## config.mk

```make
export PLATFORM = sky130hd
export DESIGN_NAME = cmpirq_top
export DESIGN_NICKNAME = d
export VERILOG_FILES = /design/src/verilog/cmpirq_pkg.sv /design/src/verilog/cmpirq_channel.sv /design/src/verilog/cmpirq_top.sv
export SDC_FILE = /design/constraint.sdc
export NUM_CORES = 1
export LEC_CHECK = 0
export BUFFER_PORTS_ARGS = -buffer_cell sky130_fd_sc_hd__buf_2
export CAP_MARGIN = 40
export CORE_MARGIN = 5
export CORE_UTILIZATION = 30
export DETAILED_ROUTE_END_ITERATION = 8
export SETUP_SLACK_MARGIN = 0.5
export SLEW_MARGIN = 20
export SYNTH_ARGS = -nofsm -noshare
export SYNTH_HDL_FRONTEND = slang
export SYNTH_HIERARCHICAL = 1
export SYNTH_SLANG_ARGS = --single-unit
```

## constraint.sdc

```tcl
create_clock -name clock -period 1 [get_ports clock]
set_input_delay 0.05 -clock clock [delete_from_list [all_inputs] [get_ports clock]]
set_output_delay 0.05 -clock clock [all_outputs]
set_load 0.005 [all_outputs]
```

## src/verilog/cmpirq_pkg.sv

```systemverilog
// register map, field positions and reset values of the comparator bank
package cmpirq_pkg;

  localparam int ADDR_W = 4;
  localparam int DATA_W = 8;

  // register offsets; each comparator owns a pair, spaced by two
  localparam logic [3:0] OFF_MAIN1 = 4'h0;
  localparam logic [3:0] OFF_INIRQ1 = 4'h1;
  localparam logic [3:0] OFF_STRIDE = 4'h2;
  localparam logic [3:0] OFF_MIRROR = 4'h4;
  localparam logic [3:0] OFF_STATUS = 4'h5;
  localparam logic [3:0] OFF_MASK = 4'h6;

  // main control fields
  localparam int MAIN_ON = 7;
  localparam int MAIN_RES = 6;
  localparam int MAIN_OE = 5;
  localparam int MAIN_INV = 4;
  localparam int MAIN_SPEED = 2;
  localparam int MAIN_HYS = 1;
  localparam int MAIN_SYNC = 0;
  localparam logic [7:0] MAIN_WMASK = 8'hB7;
  localparam logic [7:0] MAIN_RST = 8'h00;

  // input and interrupt control fields
  localparam int INIRQ_RISE = 7;
  localparam int INIRQ_FALL = 6;
  localparam int INIRQ_POS_LSB = 4;
  localparam int INIRQ_NEG_LSB = 0;
  localparam logic [7:0] INIRQ_WMASK = 8'hF3;
  localparam logic [7:0] INIRQ_RST = 8'h00;

  // positive input select code that ties the input to ground
  localparam logic [1:0] POS_SEL_GND = 2'h3;

  localparam logic [7:0] MIRROR_RST = 8'h00;
  localparam logic [7:0] STATUS_RST = 8'h00;
  localparam logic [7:0] MASK_RST = 8'h00;
  localparam logic [7:0] RDATA_IDLE = 8'h00;

endpackage

```

## src/verilog/cmpirq_channel.sv

```systemverilog
// one comparator: polarity, sampled result and edge pulses
`timescale 1ns/1ps
module cmpirq_channel (
  input wire logic clock,
  input wire logic reset,
  input wire logic raw,
  input wire logic enable,
  input wire logic invert,
  output logic result,
  output logic rise,
  output logic fall
);

  logic result_ff;
  logic prev_ff;
  logic nxt_result;

  // a disabled comparator reads low, whatever the polarity
  assign nxt_result = enable & (raw ^ invert);
  // edges are taken between two clocked samples, so each counts once
  assign rise = result_ff & ~prev_ff;
  assign fall = ~result_ff & prev_ff;
  assign result = result_ff;

  always_ff @(posedge clock or posedge reset) begin
    if (reset) begin
      result_ff <= 1'b0;
      prev_ff <= 1'b0;
    end else begin
      result_ff <= nxt_result;
      prev_ff <= result_ff;
    end
  end
endmodule

```

## src/verilog/cmpirq_top.sv

```systemverilog
// register bank for the comparator pair: input select, edge irq, mirror
//
// Overview of operation
// - a set rise enable makes each low-to-high result edge set the flag.
// - a set fall enable makes each high-to-low result edge set the flag.
// - bits 1-0 of the input control route the inverting input to pin 0-3.
// - bit 0 of the mirror register always copies comparator one's result.
// - bit 1 of the mirror register copies comparator two's result.
// - mirror bits 7-2 read zero and ignore writes.
// - while enabled, the result is high when positive exceeds negative, flipped by invert; disabled, it reads low.
`timescale 1ns/1ps
module cmpirq_top #(
  parameter int NUM_CMP = 2
) (
  input wire logic clock,
  input wire logic reset,
  input wire logic [cmpirq_pkg::ADDR_W-1:0] addr,
  input wire logic [cmpirq_pkg::DATA_W-1:0] wdata,
  input wire logic wr_strobe,
  input wire logic rd_strobe,
  output logic [cmpirq_pkg::DATA_W-1:0] rdata,
  input wire logic [NUM_CMP-1:0] cmp_raw,
  output logic [NUM_CMP-1:0] cmp_enable,
  output logic [NUM_CMP-1:0] cmp_pin_drive,
  output logic [NUM_CMP-1:0] cmp_low_power,
  output logic [NUM_CMP-1:0] cmp_hyst_on,
  output logic [NUM_CMP-1:0] cmp_timer_sync,
  output logic [2*NUM_CMP-1:0] pos_input_select,
  output logic [2*NUM_CMP-1:0] neg_input_select,
  output logic irq
);

  if (NUM_CMP < 1 || NUM_CMP > 2) begin : g_bad_count
    $error("comparator count must be 1 or 2");
  end

  ////////////////////////////////////////////////////////////////////////
  // address of a per-comparator register
  function automatic logic [3:0] chan_off(input logic [3:0] base,
                                          input int idx);
    chan_off = base + 4'(idx * 2);
  endfunction

  logic [7:0] main_ff [NUM_CMP];
  logic [7:0] inirq_ff [NUM_CMP];
  logic [7:0] nxt_main [NUM_CMP];
  logic [7:0] nxt_inirq [NUM_CMP];
  logic [7:0] main_view [NUM_CMP];
  logic [NUM_CMP-1:0] main_wr;
  logic [NUM_CMP-1:0] inirq_wr;
  logic [NUM_CMP-1:0] main_rd;
  logic [NUM_CMP-1:0] inirq_rd;
  logic [NUM_CMP-1:0] cmp_result;
  logic [NUM_CMP-1:0] rise_ev;
  logic [NUM_CMP-1:0] fall_ev;
  logic [NUM_CMP-1:0] flag_set;
  logic [NUM_CMP-1:0] status_ff;
  logic [NUM_CMP-1:0] nxt_status;
  logic [NUM_CMP-1:0] status_clr;
  logic [NUM_CMP-1:0] mask_ff;
  logic [NUM_CMP-1:0] nxt_mask;
  logic irq_ff;
  logic nxt_irq;
  logic [7:0] rdata_ff;
  logic [7:0] nxt_rdata;
  logic [7:0] chan_word;
  logic [7:0] mirror_word;
  logic [7:0] status_word;
  logic [7:0] mask_word;
  logic mirror_rd;
  logic status_rd;
  logic mask_rd;
  logic status_wr;
  logic mask_wr;

  ////////////////////////////////////////////////////////////////////////
  // shared register decode
  assign mirror_rd = rd_strobe && (addr == cmpirq_pkg::OFF_MIRROR);
  assign status_rd = rd_strobe && (addr == cmpirq_pkg::OFF_STATUS);
  assign mask_rd = rd_strobe && (addr == cmpirq_pkg::OFF_MASK);
  assign status_wr = wr_strobe && (addr == cmpirq_pkg::OFF_STATUS);
  assign mask_wr = wr_strobe && (addr == cmpirq_pkg::OFF_MASK);

  ////////////////////////////////////////////////////////////////////////
  // per-comparator registers and result logic
  for (genvar i = 0; i < NUM_CMP; i++) begin : g_cmp
    assign main_wr[i] = wr_strobe &&
      (addr == chan_off(cmpirq_pkg::OFF_MAIN1, i));
    assign inirq_wr[i] = wr_strobe &&
      (addr == chan_off(cmpirq_pkg::OFF_INIRQ1, i));
    assign main_rd[i] = rd_strobe &&
      (addr == chan_off(cmpirq_pkg::OFF_MAIN1, i));
    assign inirq_rd[i] = rd_strobe &&
      (addr == chan_off(cmpirq_pkg::OFF_INIRQ1, i));

    // result bit is not stored here; it is read live from the channel
    assign nxt_main[i] = main_wr[i] ?
      (wdata & cmpirq_pkg::MAIN_WMASK) : main_ff[i];
    assign nxt_inirq[i] = inirq_wr[i] ?
      (wdata & cmpirq_pkg::INIRQ_WMASK) : inirq_ff[i];
    assign main_view[i] = main_ff[i] |
      (8'(cmp_result[i]) << cmpirq_pkg::MAIN_RES);

    always_ff @(posedge clock or posedge reset) begin
      if (reset) begin
        main_ff[i] <= cmpirq_pkg::MAIN_RST;
        inirq_ff[i] <= cmpirq_pkg::INIRQ_RST;
      end else begin
        main_ff[i] <= nxt_main[i];
        inirq_ff[i] <= nxt_inirq[i];
      end
    end

    cmpirq_channel u_chan (
      .clock(clock),
      .reset(reset),
      .raw(cmp_raw[i]),
      .enable(main_ff[i][cmpirq_pkg::MAIN_ON]),
      .invert(main_ff[i][cmpirq_pkg::MAIN_INV]),
      .result(cmp_result[i]),
      .rise(rise_ev[i]),
      .fall(fall_ev[i])
    );

    assign flag_set[i] =
      (rise_ev[i] & inirq_ff[i][cmpirq_pkg::INIRQ_RISE]) |
      (fall_ev[i] & inirq_ff[i][cmpirq_pkg::INIRQ_FALL]);

    // analog controls come straight from the register flip-flops
    assign cmp_enable[i] = main_ff[i][cmpirq_pkg::MAIN_ON];
    assign cmp_pin_drive[i] = main_ff[i][cmpirq_pkg::MAIN_OE];
    assign cmp_low_power[i] = main_ff[i][cmpirq_pkg::MAIN_SPEED];
    assign cmp_hyst_on[i] = main_ff[i][cmpirq_pkg::MAIN_HYS];
    assign cmp_timer_sync[i] = main_ff[i][cmpirq_pkg::MAIN_SYNC];
    assign pos_input_select[2*i +: 2] =
      inirq_ff[i][cmpirq_pkg::INIRQ_POS_LSB +: 2];
    assign neg_input_select[2*i +: 2] =
      inirq_ff[i][cmpirq_pkg::INIRQ_NEG_LSB +: 2];
  end

  ////////////////////////////////////////////////////////////////////////
  // interrupt status, mask and line
  // an edge in the same cycle as its write-one-to-clear still sticks
  assign status_clr = status_wr ? wdata[NUM_CMP-1:0] : '0;
  assign nxt_status = (status_ff & ~status_clr) | flag_set;
  assign nxt_mask = mask_wr ? wdata[NUM_CMP-1:0] : mask_ff;
  assign nxt_irq = |(status_ff & mask_ff);

  always_ff @(posedge clock or posedge reset) begin
    if (reset) begin
      status_ff <= cmpirq_pkg::STATUS_RST[NUM_CMP-1:0];
      mask_ff <= cmpirq_pkg::MASK_RST[NUM_CMP-1:0];
      irq_ff <= 1'b0;
    end else begin
      status_ff <= nxt_status;
      mask_ff <= nxt_mask;
      irq_ff <= nxt_irq;
    end
  end

  ////////////////////////////////////////////////////////////////////////
  // read path; writes to the mirror land nowhere
  assign mirror_word = 8'(cmp_result);
  assign status_word = 8'(status_ff);
  assign mask_word = 8'(mask_ff);

  always_comb begin
    chan_word = 8'h00;
    for (int k = 0; k < NUM_CMP; k++) begin
      if (main_rd[k]) begin
        chan_word = chan_word | main_view[k];
      end
      if (inirq_rd[k]) begin
        chan_word = chan_word | inirq_ff[k];
      end
    end
  end

  // unmapped addresses read zero
  assign nxt_rdata = chan_word |
    (mirror_rd ? mirror_word : cmpirq_pkg::RDATA_IDLE) |
    (status_rd ? status_word : cmpirq_pkg::RDATA_IDLE) |
    (mask_rd ? mask_word : cmpirq_pkg::RDATA_IDLE);

  always_ff @(posedge clock or posedge reset) begin
    if (reset) begin
      rdata_ff <= cmpirq_pkg::RDATA_IDLE;
    end else begin
      rdata_ff <= rd_strobe ? nxt_rdata : cmpirq_pkg::RDATA_IDLE;
    end
  end

  assign rdata = rdata_ff;
  assign irq = irq_ff;

  for (genvar j = 0; j < NUM_CMP; j++) begin : g_chk

  end

  for (genvar j = 0; j < NUM_CMP; j++) begin : g_reg

  end
endmodule

```

[After elaboration in Yosys (flattened, before gate mapping)]
Cells that the tools add are included.
Word-level totals
  register bits: 41
  input port bits: 18
  word-level logic and storage cells: 72
  output and inout bits: 27
Operators by class
  equal/unequal tests: 6
  bitwise logic cells: 30
  muxes and demuxes: 9
  reduce and logical (&&, ||, !) cells: 15
Operators with widths (number)
  two-way mux 8 bit: 5
  bitwise OR 8 x 2 -> 8 bit: 3
  bitwise OR 8 bit: 3
  bitwise OR 8 x 7 -> 8 bit: 2
  logical AND 1 bit: 13
  == test 4 x 3 -> 1 bit (second input constant): 3
  bitwise AND 1 bit: 10
  == test 4 x 2 -> 1 bit (second input constant): 2
  two-way mux 2 bit: 4
  bitwise AND 2 bit: 2
  == test 4 x 1 -> 1 bit (second input constant): 1
  logical NOT 4 bit: 1
  NOT 1 bit: 4
  NOT 2 bit: 1
  bitwise OR 1 bit: 2
  bitwise OR 2 bit: 1
  OR reduction 2 bit: 1
  bitwise XOR 1 bit: 2

[Longest topological paths before layout]
Gate-level depths: netlist of the first run.
  word-level depth: 13
  mapped depth: 5
  depth with buffers taken out: 3

[Hierarchy]
The synthesis of the first run kept the hierarchy.
Modules (own cells, without submodules)
  cmpirq_top: instances 1, sequential area each 900.9 sq um, cells each 131, area each 1749.2 sq um
  cmpirq_channel: instances 2, sequential area each 50.0 sq um, cells each 7, area each 81.3 sq um

[Worst setup path before layout of the first run]
OpenSTA, ideal clock, no wires.
  kind: input-to-reg
  from: in addr[2] (netlist name)
  to: reg inirq_ff[6] (netlist name)
  data required time: 875 ps
  buffers on the path: 2
  stages on the path: 5
  arrival: 1075 ps
  setup slack: -199 ps
  setup time: 125 ps
  cell sequence: buf_2 -> nor3b_2 -> and3_1 -> buf_2 -> mux2_2
Between the ends
  longest elaborated chain between the ends: 2
RTL lines
  start: declaration: RTL line cmpirq_top.sv:17  | input wire logic [cmpirq_pkg::ADDR_W-1:0] addr,
  == test 4 x 2 -> 1 bit: RTL line cmpirq_top.sv:90  | (addr == chan_off(cmpirq_pkg::OFF_INIRQ1, i));
  logical AND 1 bit: RTL line cmpirq_top.sv:89  | assign inirq_wr[i] = wr_strobe &&
  end signal: indexed assignment: RTL line cmpirq_top.sv:107  | inirq_ff[i] <= cmpirq_pkg::INIRQ_RST;
  end signal: indexed assignment: RTL line cmpirq_top.sv:110  | inirq_ff[i] <= nxt_inirq[i];
  end: declaration: RTL line cmpirq_top.sv:45  | logic [7:0] inirq_ff [NUM_CMP];
Every way passes these cells.
A chain may end at the register's enable or synchronous reset.

[Final worst setup path of the first run]
  from: reg inirq_ff, in the netlist neg_input_select[3]
  to: reg rdata_ff[1], in the netlist rdata[1]
Between the ends
  longest elaborated chain between the ends: 6
RTL lines
  bitwise OR 8 bit: RTL line cmpirq_top.sv:174  | chan_word = chan_word | inirq_ff[k];
  two-way mux 8 bit: RTL line cmpirq_top.sv:173  | if (inirq_rd[k]) begin
  bitwise OR 8 x 2 -> 8 bit: RTL line cmpirq_top.sv:180  | assign nxt_rdata = chan_word |
  bitwise OR 8 x 2 -> 8 bit: RTL line cmpirq_top.sv:181  | (mirror_rd ? mirror_word : cmpirq_pkg::RDATA_IDLE) |
  bitwise OR 8 x 2 -> 8 bit: RTL line cmpirq_top.sv:182  | (status_rd ? status_word : cmpirq_pkg::RDATA_IDLE) |
  two-way mux 8 bit: RTL line cmpirq_top.sv:189  | rdata_ff <= rd_strobe ? nxt_rdata : cmpirq_pkg::RDATA_IDLE;
  end signal: assignment: RTL line cmpirq_top.sv:187  | rdata_ff <= cmpirq_pkg::RDATA_IDLE;
  end signal: assignment: RTL line cmpirq_top.sv:189
  end: declaration: RTL line cmpirq_top.sv:64  | logic [7:0] rdata_ff;
Every way passes these cells.

==> key figures, run 1 <==
Setup path
  – R2R cell count: 3
  – Crit path required time: roughly 1.2 ns
  – Critical Path Fanout Max: 2
  – CP startpoint kind: flip-flop
  – Crit. Startpoint: neg_input_select[3]
  – R2r startpoint: neg_input_select[3]
  – Setup CP Type: flip-flop to flip-flop
  – FF-to-FF setup slack: -0.14 ns
  – Crit path DAT: about 1.3 ns
  – CP endpoint kind: flip-flop
  – Worst r2r dst: rdata[1]
  – Critical path destination: rdata[1]

Cells and area
  – Register area: approximately 1000 sq um
  – Final #Nets: 241
  – Post-route cell area: ~3100 sq um
  – Final Util: between 40% and 50%
  – Layout cells sized above 1: 67.0%
  – Multi-input gate area: 895 sq um
  – Antenna cells: 0
  – Area grow syn2layout: 60.0%
  – Fill cells: between 500 and 600

STA
  – Final setup viols: 9
  – Hold Violations, Final: 0
  – Total negative slack: -0.931 ns
  – Final Cycle Share: 114%
  – Final Worst Setup Slack: -0.142 ns
  – Fmax: 876 MHz
  – Min cycle time layout: roughly 1.1 ns
  – Max-slew violation count: 0
  – Unrepaired setup endpoints after global routing: yes
  – Max Clock Skew: ~0.0058 ns

Die
  – IO Pins: 45
  – Core area: approximately 6300 sq um
  – Area of the die: slightly above 8000 sq um
  – Die width: 89.8 um
  – # rows: 29
  – Chip Height: 89.8 um
  – Initial core utilization: 30.5%

Route
  – Routed Antenna Nets: 0
  – DRT iter0 DRCs: 48
  – DRC: 0
  – DR vias: ~1.4k
  – Final wirelength: 4.92 mm
  – Detailed Routing Iterations Pass 1: 4
  – Drt via density: between 4 and 5
  – WL/cell: between 15 and 20 um

Yosys
  – Most frequent cells after synthesis: 40 x dfrtp_1, 29 x mux2_2, 20 x buf_4
  – Area leader, netlist: dfrtp_1
  – Synthesis-stage register bit count: 40
  – Syn Area/Cell: 13.2 sq um
  – Dominant cells by area after synthesis: dfrtp_1 52%, mux2_2 17%, buf_4 7.9%, mux4_2 5.9%, nor2b_1 3.3%
  – Post-synth top flop: dfrtp_1
  – Syn nets: roughly 160
  – Unique cell type count in the Yosys netlist: 28
  – Sequential element share of the synthesized area: 52.4%
  – Most frequent cell after synthesis: dfrtp_1
  – Mapped Cells: between 100 and 150
  – EDFF count, synth: 0
  – Post-synth ARST share: 100%
  – Top cell type's share of synthesized area: between 50% and 60%
  – Post-Syn Area: roughly 1900 sq um
  – Yosys warning total: 6

Power
  – PwrDens: around 1800 nW/um^2
  – Switching power: around 1.4 mW
  – Total power: around 5.6 mW
  – Flop pwr share: between 30% and 40%
  – Clock power frac: 23.1%
  – Peak VDD IR: 0.899 mV
  – Int Pwr: around 4.2 mW
  – Leakage: about 1.6 nW
  – Sw Ratio: 25.4%
  – Comb pwr share: about 38%

Clock tree
  – Total CTS buffers: 5
  – Root Buffer: clkbuf_8
  – H-tree depth: 2
  – Clk Latency, worst-skew pair: 0.29 ns
  – CTS tree: built
  – CTS Sinks: 40
  – Clock input transition at the sequential cells of the worst setup and hold paths: roughly 0.080 ns
  – Longest Clk Path Bufs: 2

Placement
  – Number of I/O port buffers: 42
  – Detailed Place HPWL: between 3 and 4 mm
  – Post-DP Area: around 2400 sq um
  – GP Congestion: 0.756

Hold path
  – HP Class: primary input to flip-flop

Run status
  – Failing checks: setup timing
  – Outcome: finished with violations

Run
  – Maxcap violations: 0

GRT
  – Total track usage: between 10% and 20%
  – Vias in the first global route: 1,544
  – GR Overflow Total: 0
  – Largest net degree at the start of global routing: 27
  – Initial antenna violation count: 0
  – First-pass GRT wire length: 8.17 mm
[cell usage in the layout, fill, tap and decap left out, types with 2 or more instances in the layout]
master,count
buf_2,24
mux2_4,27
dfrtp_1,40
buf_4,14
a221o_1,2
mux4_2,5
buf_8,3
mux2i_1,2
buf_6,49
nor2_1,2
inv_1,5
nor2b_1,6
and2_1,2
nor2b_4,4
xor2_1,2
buf_12,2
a31oi_1,2
clkbuf_8,5
mux2_2,2
[worst min path at each step]
stage	start	end	slack, ns	cells after the start
after floorplan	reset	g_cmp[0].u_chan/prev_ff	-0.21	1
after global placement	reset	g_cmp[0].u_chan/result	-0.06	2
after detailed placement	reset	g_cmp[0].u_chan/prev_ff	-0.06	2
after CTS	wdata[2]	cmp_low_power[1]	0.008	2
after global routing	wdata[2]	cmp_low_power[1]	0.01	2
final	wdata[2]	cmp_low_power[0]	0.02	2
[metrics by stage]
step,worst slack (ns),instances,hold slack [ns]
6_report,-0.142,301,0.0166
3_3_place_gp,-0.200,280,-0.0594
2_1_floorplan,-0.0837,145,-0.209
4_1_cts,-0.141,297,0.00843
3_5_place_dp,-0.214,280,-0.0564
5_1_grt,-0.195,301,0.0125
[worst max-delay path, stage by stage, from the launching register on]
cell and delay [ns]:
dfrtp_1 0.39, mux4_2 0.47, nor2_1 0.11, nor3_1 0.06
[cells by family (layout without fill, tap and decap cells)]
family | Yosys count | count (layout) | share of synthesized area, %
simple gates | 25 | 25 | 8.05
flops | 40 | 40 | 52.4
compound gates | 10 | 10 | 4.19
buf+inv | 31 | 110 | 10.3
mux | 36 | 36 | 24.0
xor+xnor | 2 | 2 | 0.916
other cells | 1 | 1 | 0.196
[area by class of cell]
cell class / count / share of cell area, %
Timing Repair Buffer: 95 / 30.4
Inverter: 7 / 0.982
Clock buffer: 6 / 2.37
Tap cell: 77 / 3.15
Clock inverter: 2 / 1.15
Sequential cell: 40 / 32.7
Multi-Input combinational cell: 74 / 29.2
[power by group through the flow]
stage	registers, mW	clock network (mW)	logic, mW
2_1_floorplan	2.20	0	0.975
3_3_place_gp	2.17	0	1.40
3_5_place_dp	2.18	0	1.42
4_1_cts	2.18	1.33	2.01
5_1_grt	2.23	1.40	2.26
6_report	2.18	1.29	2.10
[timing repair]
item | 4_1_cts | 5_1_grt
gates resized for setup | 78 | 16
pin swaps | 4 | 4
hold buffers | 1 | 1
setup buffers | 7 | 3
endpoints found under the setup margin | 66 | 102
endpoints found under the hold margin | 32 | 40
cloned | 1 | 1
[registers in the layout, summed over array words and instances (netlist names), 4 cells and up]
register / flops
neg_input_select: 4
rdata: 7
pos_input_select: 4
inirq_ff: 4
[per-layer routing]
metal | global-route usage, % | wire [um]
met5 | 0 | 0
met4 | 3.78 | 70
met1 | 15.8 | 2120
met2 | 20.8 | 2490
met3 | 3.59 | 236
(Power assumes the default switching activity.)
==> inputs of run 2 (changes only) <==
Settings changed: SYNTH_HIERARCHICAL 1 to unset.
==> key figures, run 2 <==
STA
  – Final Cycle Share: 128%
  – Final setup viols: 31
  – Total negative slack: -2.96 ns
  – Max Clock Skew: 0.00348 ns
  – Hold Violations, Final: 17
  – Fmax: slightly below 800 MHz
  – Min cycle time layout: 1.28 ns
  – Max-slew violation count: 0
  – Final Worst Setup Slack: -0.285 ns
  – Unrepaired setup endpoints after global routing: yes
  – Final hold slack: -0.266 ns

Cells and area
  – Fill cells: 537
  – Max FFs per register: 7
  – Antenna cells: 0
  – Final Util: between 40% and 50%
  – Commonest non-fill, non-tap cell in the layout: buf_6
  – Most frequent cells in the layout: 46 x buf_6, 40 x dfrtp_1, 24 x buf_2
  – Area grow syn2layout: 54.5%
  – Layout cells sized above 1: between 60% and 70%
  – Final #Nets: approximately 240

Setup path
  – Crit path DAT: approximately 1.5 ns
  – CP endpoint kind: flip-flop
  – Critical Path Fanout Max: 2
  – R2r startpoint: neg_input_select[1]
  – CP max-delay cell: mux4_2
  – Cell breakdown of the critical path: and2_1 -> mux4_2 -> o211a_1
  – Crit path required time: 1.19 ns
  – R2R cell count: 3
  – CP bufs+invs: 0
  – Slowest cell delay on critical path: 0.44 ns
  – Setup CP Type: flip-flop to flip-flop
  – FF-to-FF setup slack: -0.28 ns
  – CP startpoint kind: flip-flop
  – Worst r2r dst: rdata[1]
  – Top delay family on crit path: multiplexers

Run status
  – Outcome: finished with violations
  – Failing checks: hold timing, setup timing

Clock tree
  – Longest Clk Path Bufs: 2
  – Clock input transition at the sequential cells of the worst setup and hold paths: around 0.08 ns
  – CTS Sinks: 40
  – Clk Latency, worst-skew pair: around 0.30 ns
  – CTS tree: built
  – H-tree depth: 2
  – Total CTS buffers: 5
  – Root Buffer: clkbuf_8

Yosys
  – Unique cell type count in the Yosys netlist: 29
  – Most frequent cell after synthesis: dfrtp_1
  – Post-Syn Area: approximately 1900 sq um
  – Mapped Cells: 135
  – Top cell type's share of synthesized area: roughly 54%
  – Syn nets: ~150
  – Most frequent cells after synthesis: 40 x dfrtp_1, 16 x mux2_2, 11 x buf_4
  – Dominant cells by area after synthesis: dfrtp_1 54%, mux2_2 9.7%, mux4_2 7.3%, mux2_4 4.8%, buf_4 4.4%
  – Synthesis-stage register bit count: 40
  – Yosys warning total: 0
  – EDFF count, synth: 0
  – Syn Area/Cell: between 10 and 15 sq um
  – Sequential element share of the synthesized area: approximately 54%
  – Area leader, netlist: dfrtp_1
  – Post-synth top flop: dfrtp_1
  – Post-synth ARST share: between 90% and 100%

Placement
  – GP Congestion: between 0.7 and 0.8
  – Detailed Place HPWL: approximately 3.5 mm
  – Number of I/O port buffers: 42
  – Setup WS pre-CTS: -0.496 ns

GRT
  – GR Overflow Total: 0
  – Vias in the first global route: 1,446
  – First-pass GRT wire length: between 7 and 8 mm
  – Initial antenna violation count: 0
  – Total track usage: 13.0%
  – Largest net degree at the start of global routing: 25

Die
  – Core area: between 5000 and 6000 sq um
  – Chip Height: around 89 um
  – # rows: 28
  – Die width: slightly below 90 um
  – Area of the die: roughly 7900 sq um
  – IO Pins: 45
  – Initial core utilization: 31.2%

Route
  – Routed Antenna Nets: 0
  – Drt via density: approximately 4.5
  – Final wirelength: roughly 4.6 mm
  – DR vias: around 1.3k
  – Detailed Routing Iterations Pass 1: 4
  – DRT iter0 DRCs: 73
  – WL/cell: approximately 16 um
  – DRC: 0

Power
  – Leakage: ~1.4 nW
  – Peak VDD IR: 0.722 mV
  – PwrDens: ~1800 nW/um^2
  – Total power: around 5.2 mW

Hold path
  – HP Class: primary input to asynchronous set/reset pin

Run
  – Maxcap violations: 0
## run 2: per-stage QoR
stage          hold slack, ns  instance area, sq um  instances
6_report               -0.266                  2870        293
5_1_grt                -0.262                  2870        293
4_1_cts                -0.263                  2810        290
3_5_place_dp           0.0651                  2420        281
3_3_place_gp           0.0655                  2420        281
2_1_floorplan          0.0288                  1950        135
## run 2: how the worst max path moves through the flow
stage,slack (ns),cells past startpoint,start,to
global placement,-0.48,5,addr[3],main_ff[12]
global route,-0.34,3,neg_input_select[1],rdata[1]
detailed placement,-0.50,5,addr[3],cmp_timer_sync[0]
CTS,-0.29,3,neg_input_select[0],rdata[0]
floorplan,-0.33,4,addr[3],cmp_enable[0]
finish,-0.28,3,neg_input_select[1],rdata[1]
## run 2: worst reg2reg max path: cells and delay by family, from the launching register on
| family | cells | cell delay [ns] |
|---|---|---|
| muxes | 1 | 0.44 |
| AOI/OAI and AO/OA | 1 | 0.23 |
| DFF | 1 | 0.38 |
| and+or+nand+nor | 1 | 0.13 |
## run 2: layout make-up
class                   count  area, sq um  share of cell area (%)
clock buffers               6         82.6                    2.88
repair buffers             91          821                    28.6
flip-flops and latches     40         1000                    34.9
inverters                   5         22.5                   0.785
well taps                  75         93.8                    3.27
clock inverters             2         15.0                   0.523
multi-input cells          74          835                    29.1
## run 2: what timing repair did
| action | in CTS | in global routing |
|---|---|---|
| endpoints found under the setup margin | 66 | 66 |
| gates resized for setup | 64 | 9 |
| pin swaps | 4 | 2 |
| cloned | 0 | 0 |
| setup buffers | 1 | 3 |
| hold endpoints to repair | 16 | 17 |
## run 2: cells by family after synthesis
| kind of cell | Yosys count | share of synthesized area [%] |
|---|---|---|
| buffers and inverters | 21 | 7.00 |
| xor gates and xnor gates | 2 | 0.943 |
| other | 1 | 0.202 |
| and+or+nand+nor | 25 | 8.28 |
| muxes | 33 | 24.5 |
| AOI/OAI and AO/OA | 13 | 5.19 |
| DFF | 40 | 53.9 |
## run 2: power by group
group	internal, mW	leakage, nW	switching, mW
Clock	0.559	0.0434	0.596
Sequential	1.95	0.496	0.206
Combinational	1.31	0.855	0.594
## run 2: layer usage
layer  vias to the layer above  share of wire, %  GRT usage (%)
met4                         0               1.7           4.95
met2                        31                48           21.1
met1                       649                45           16.6
met5                         -                 0              0
met3                         5               4.8           3.45
li1                        633                 -              -
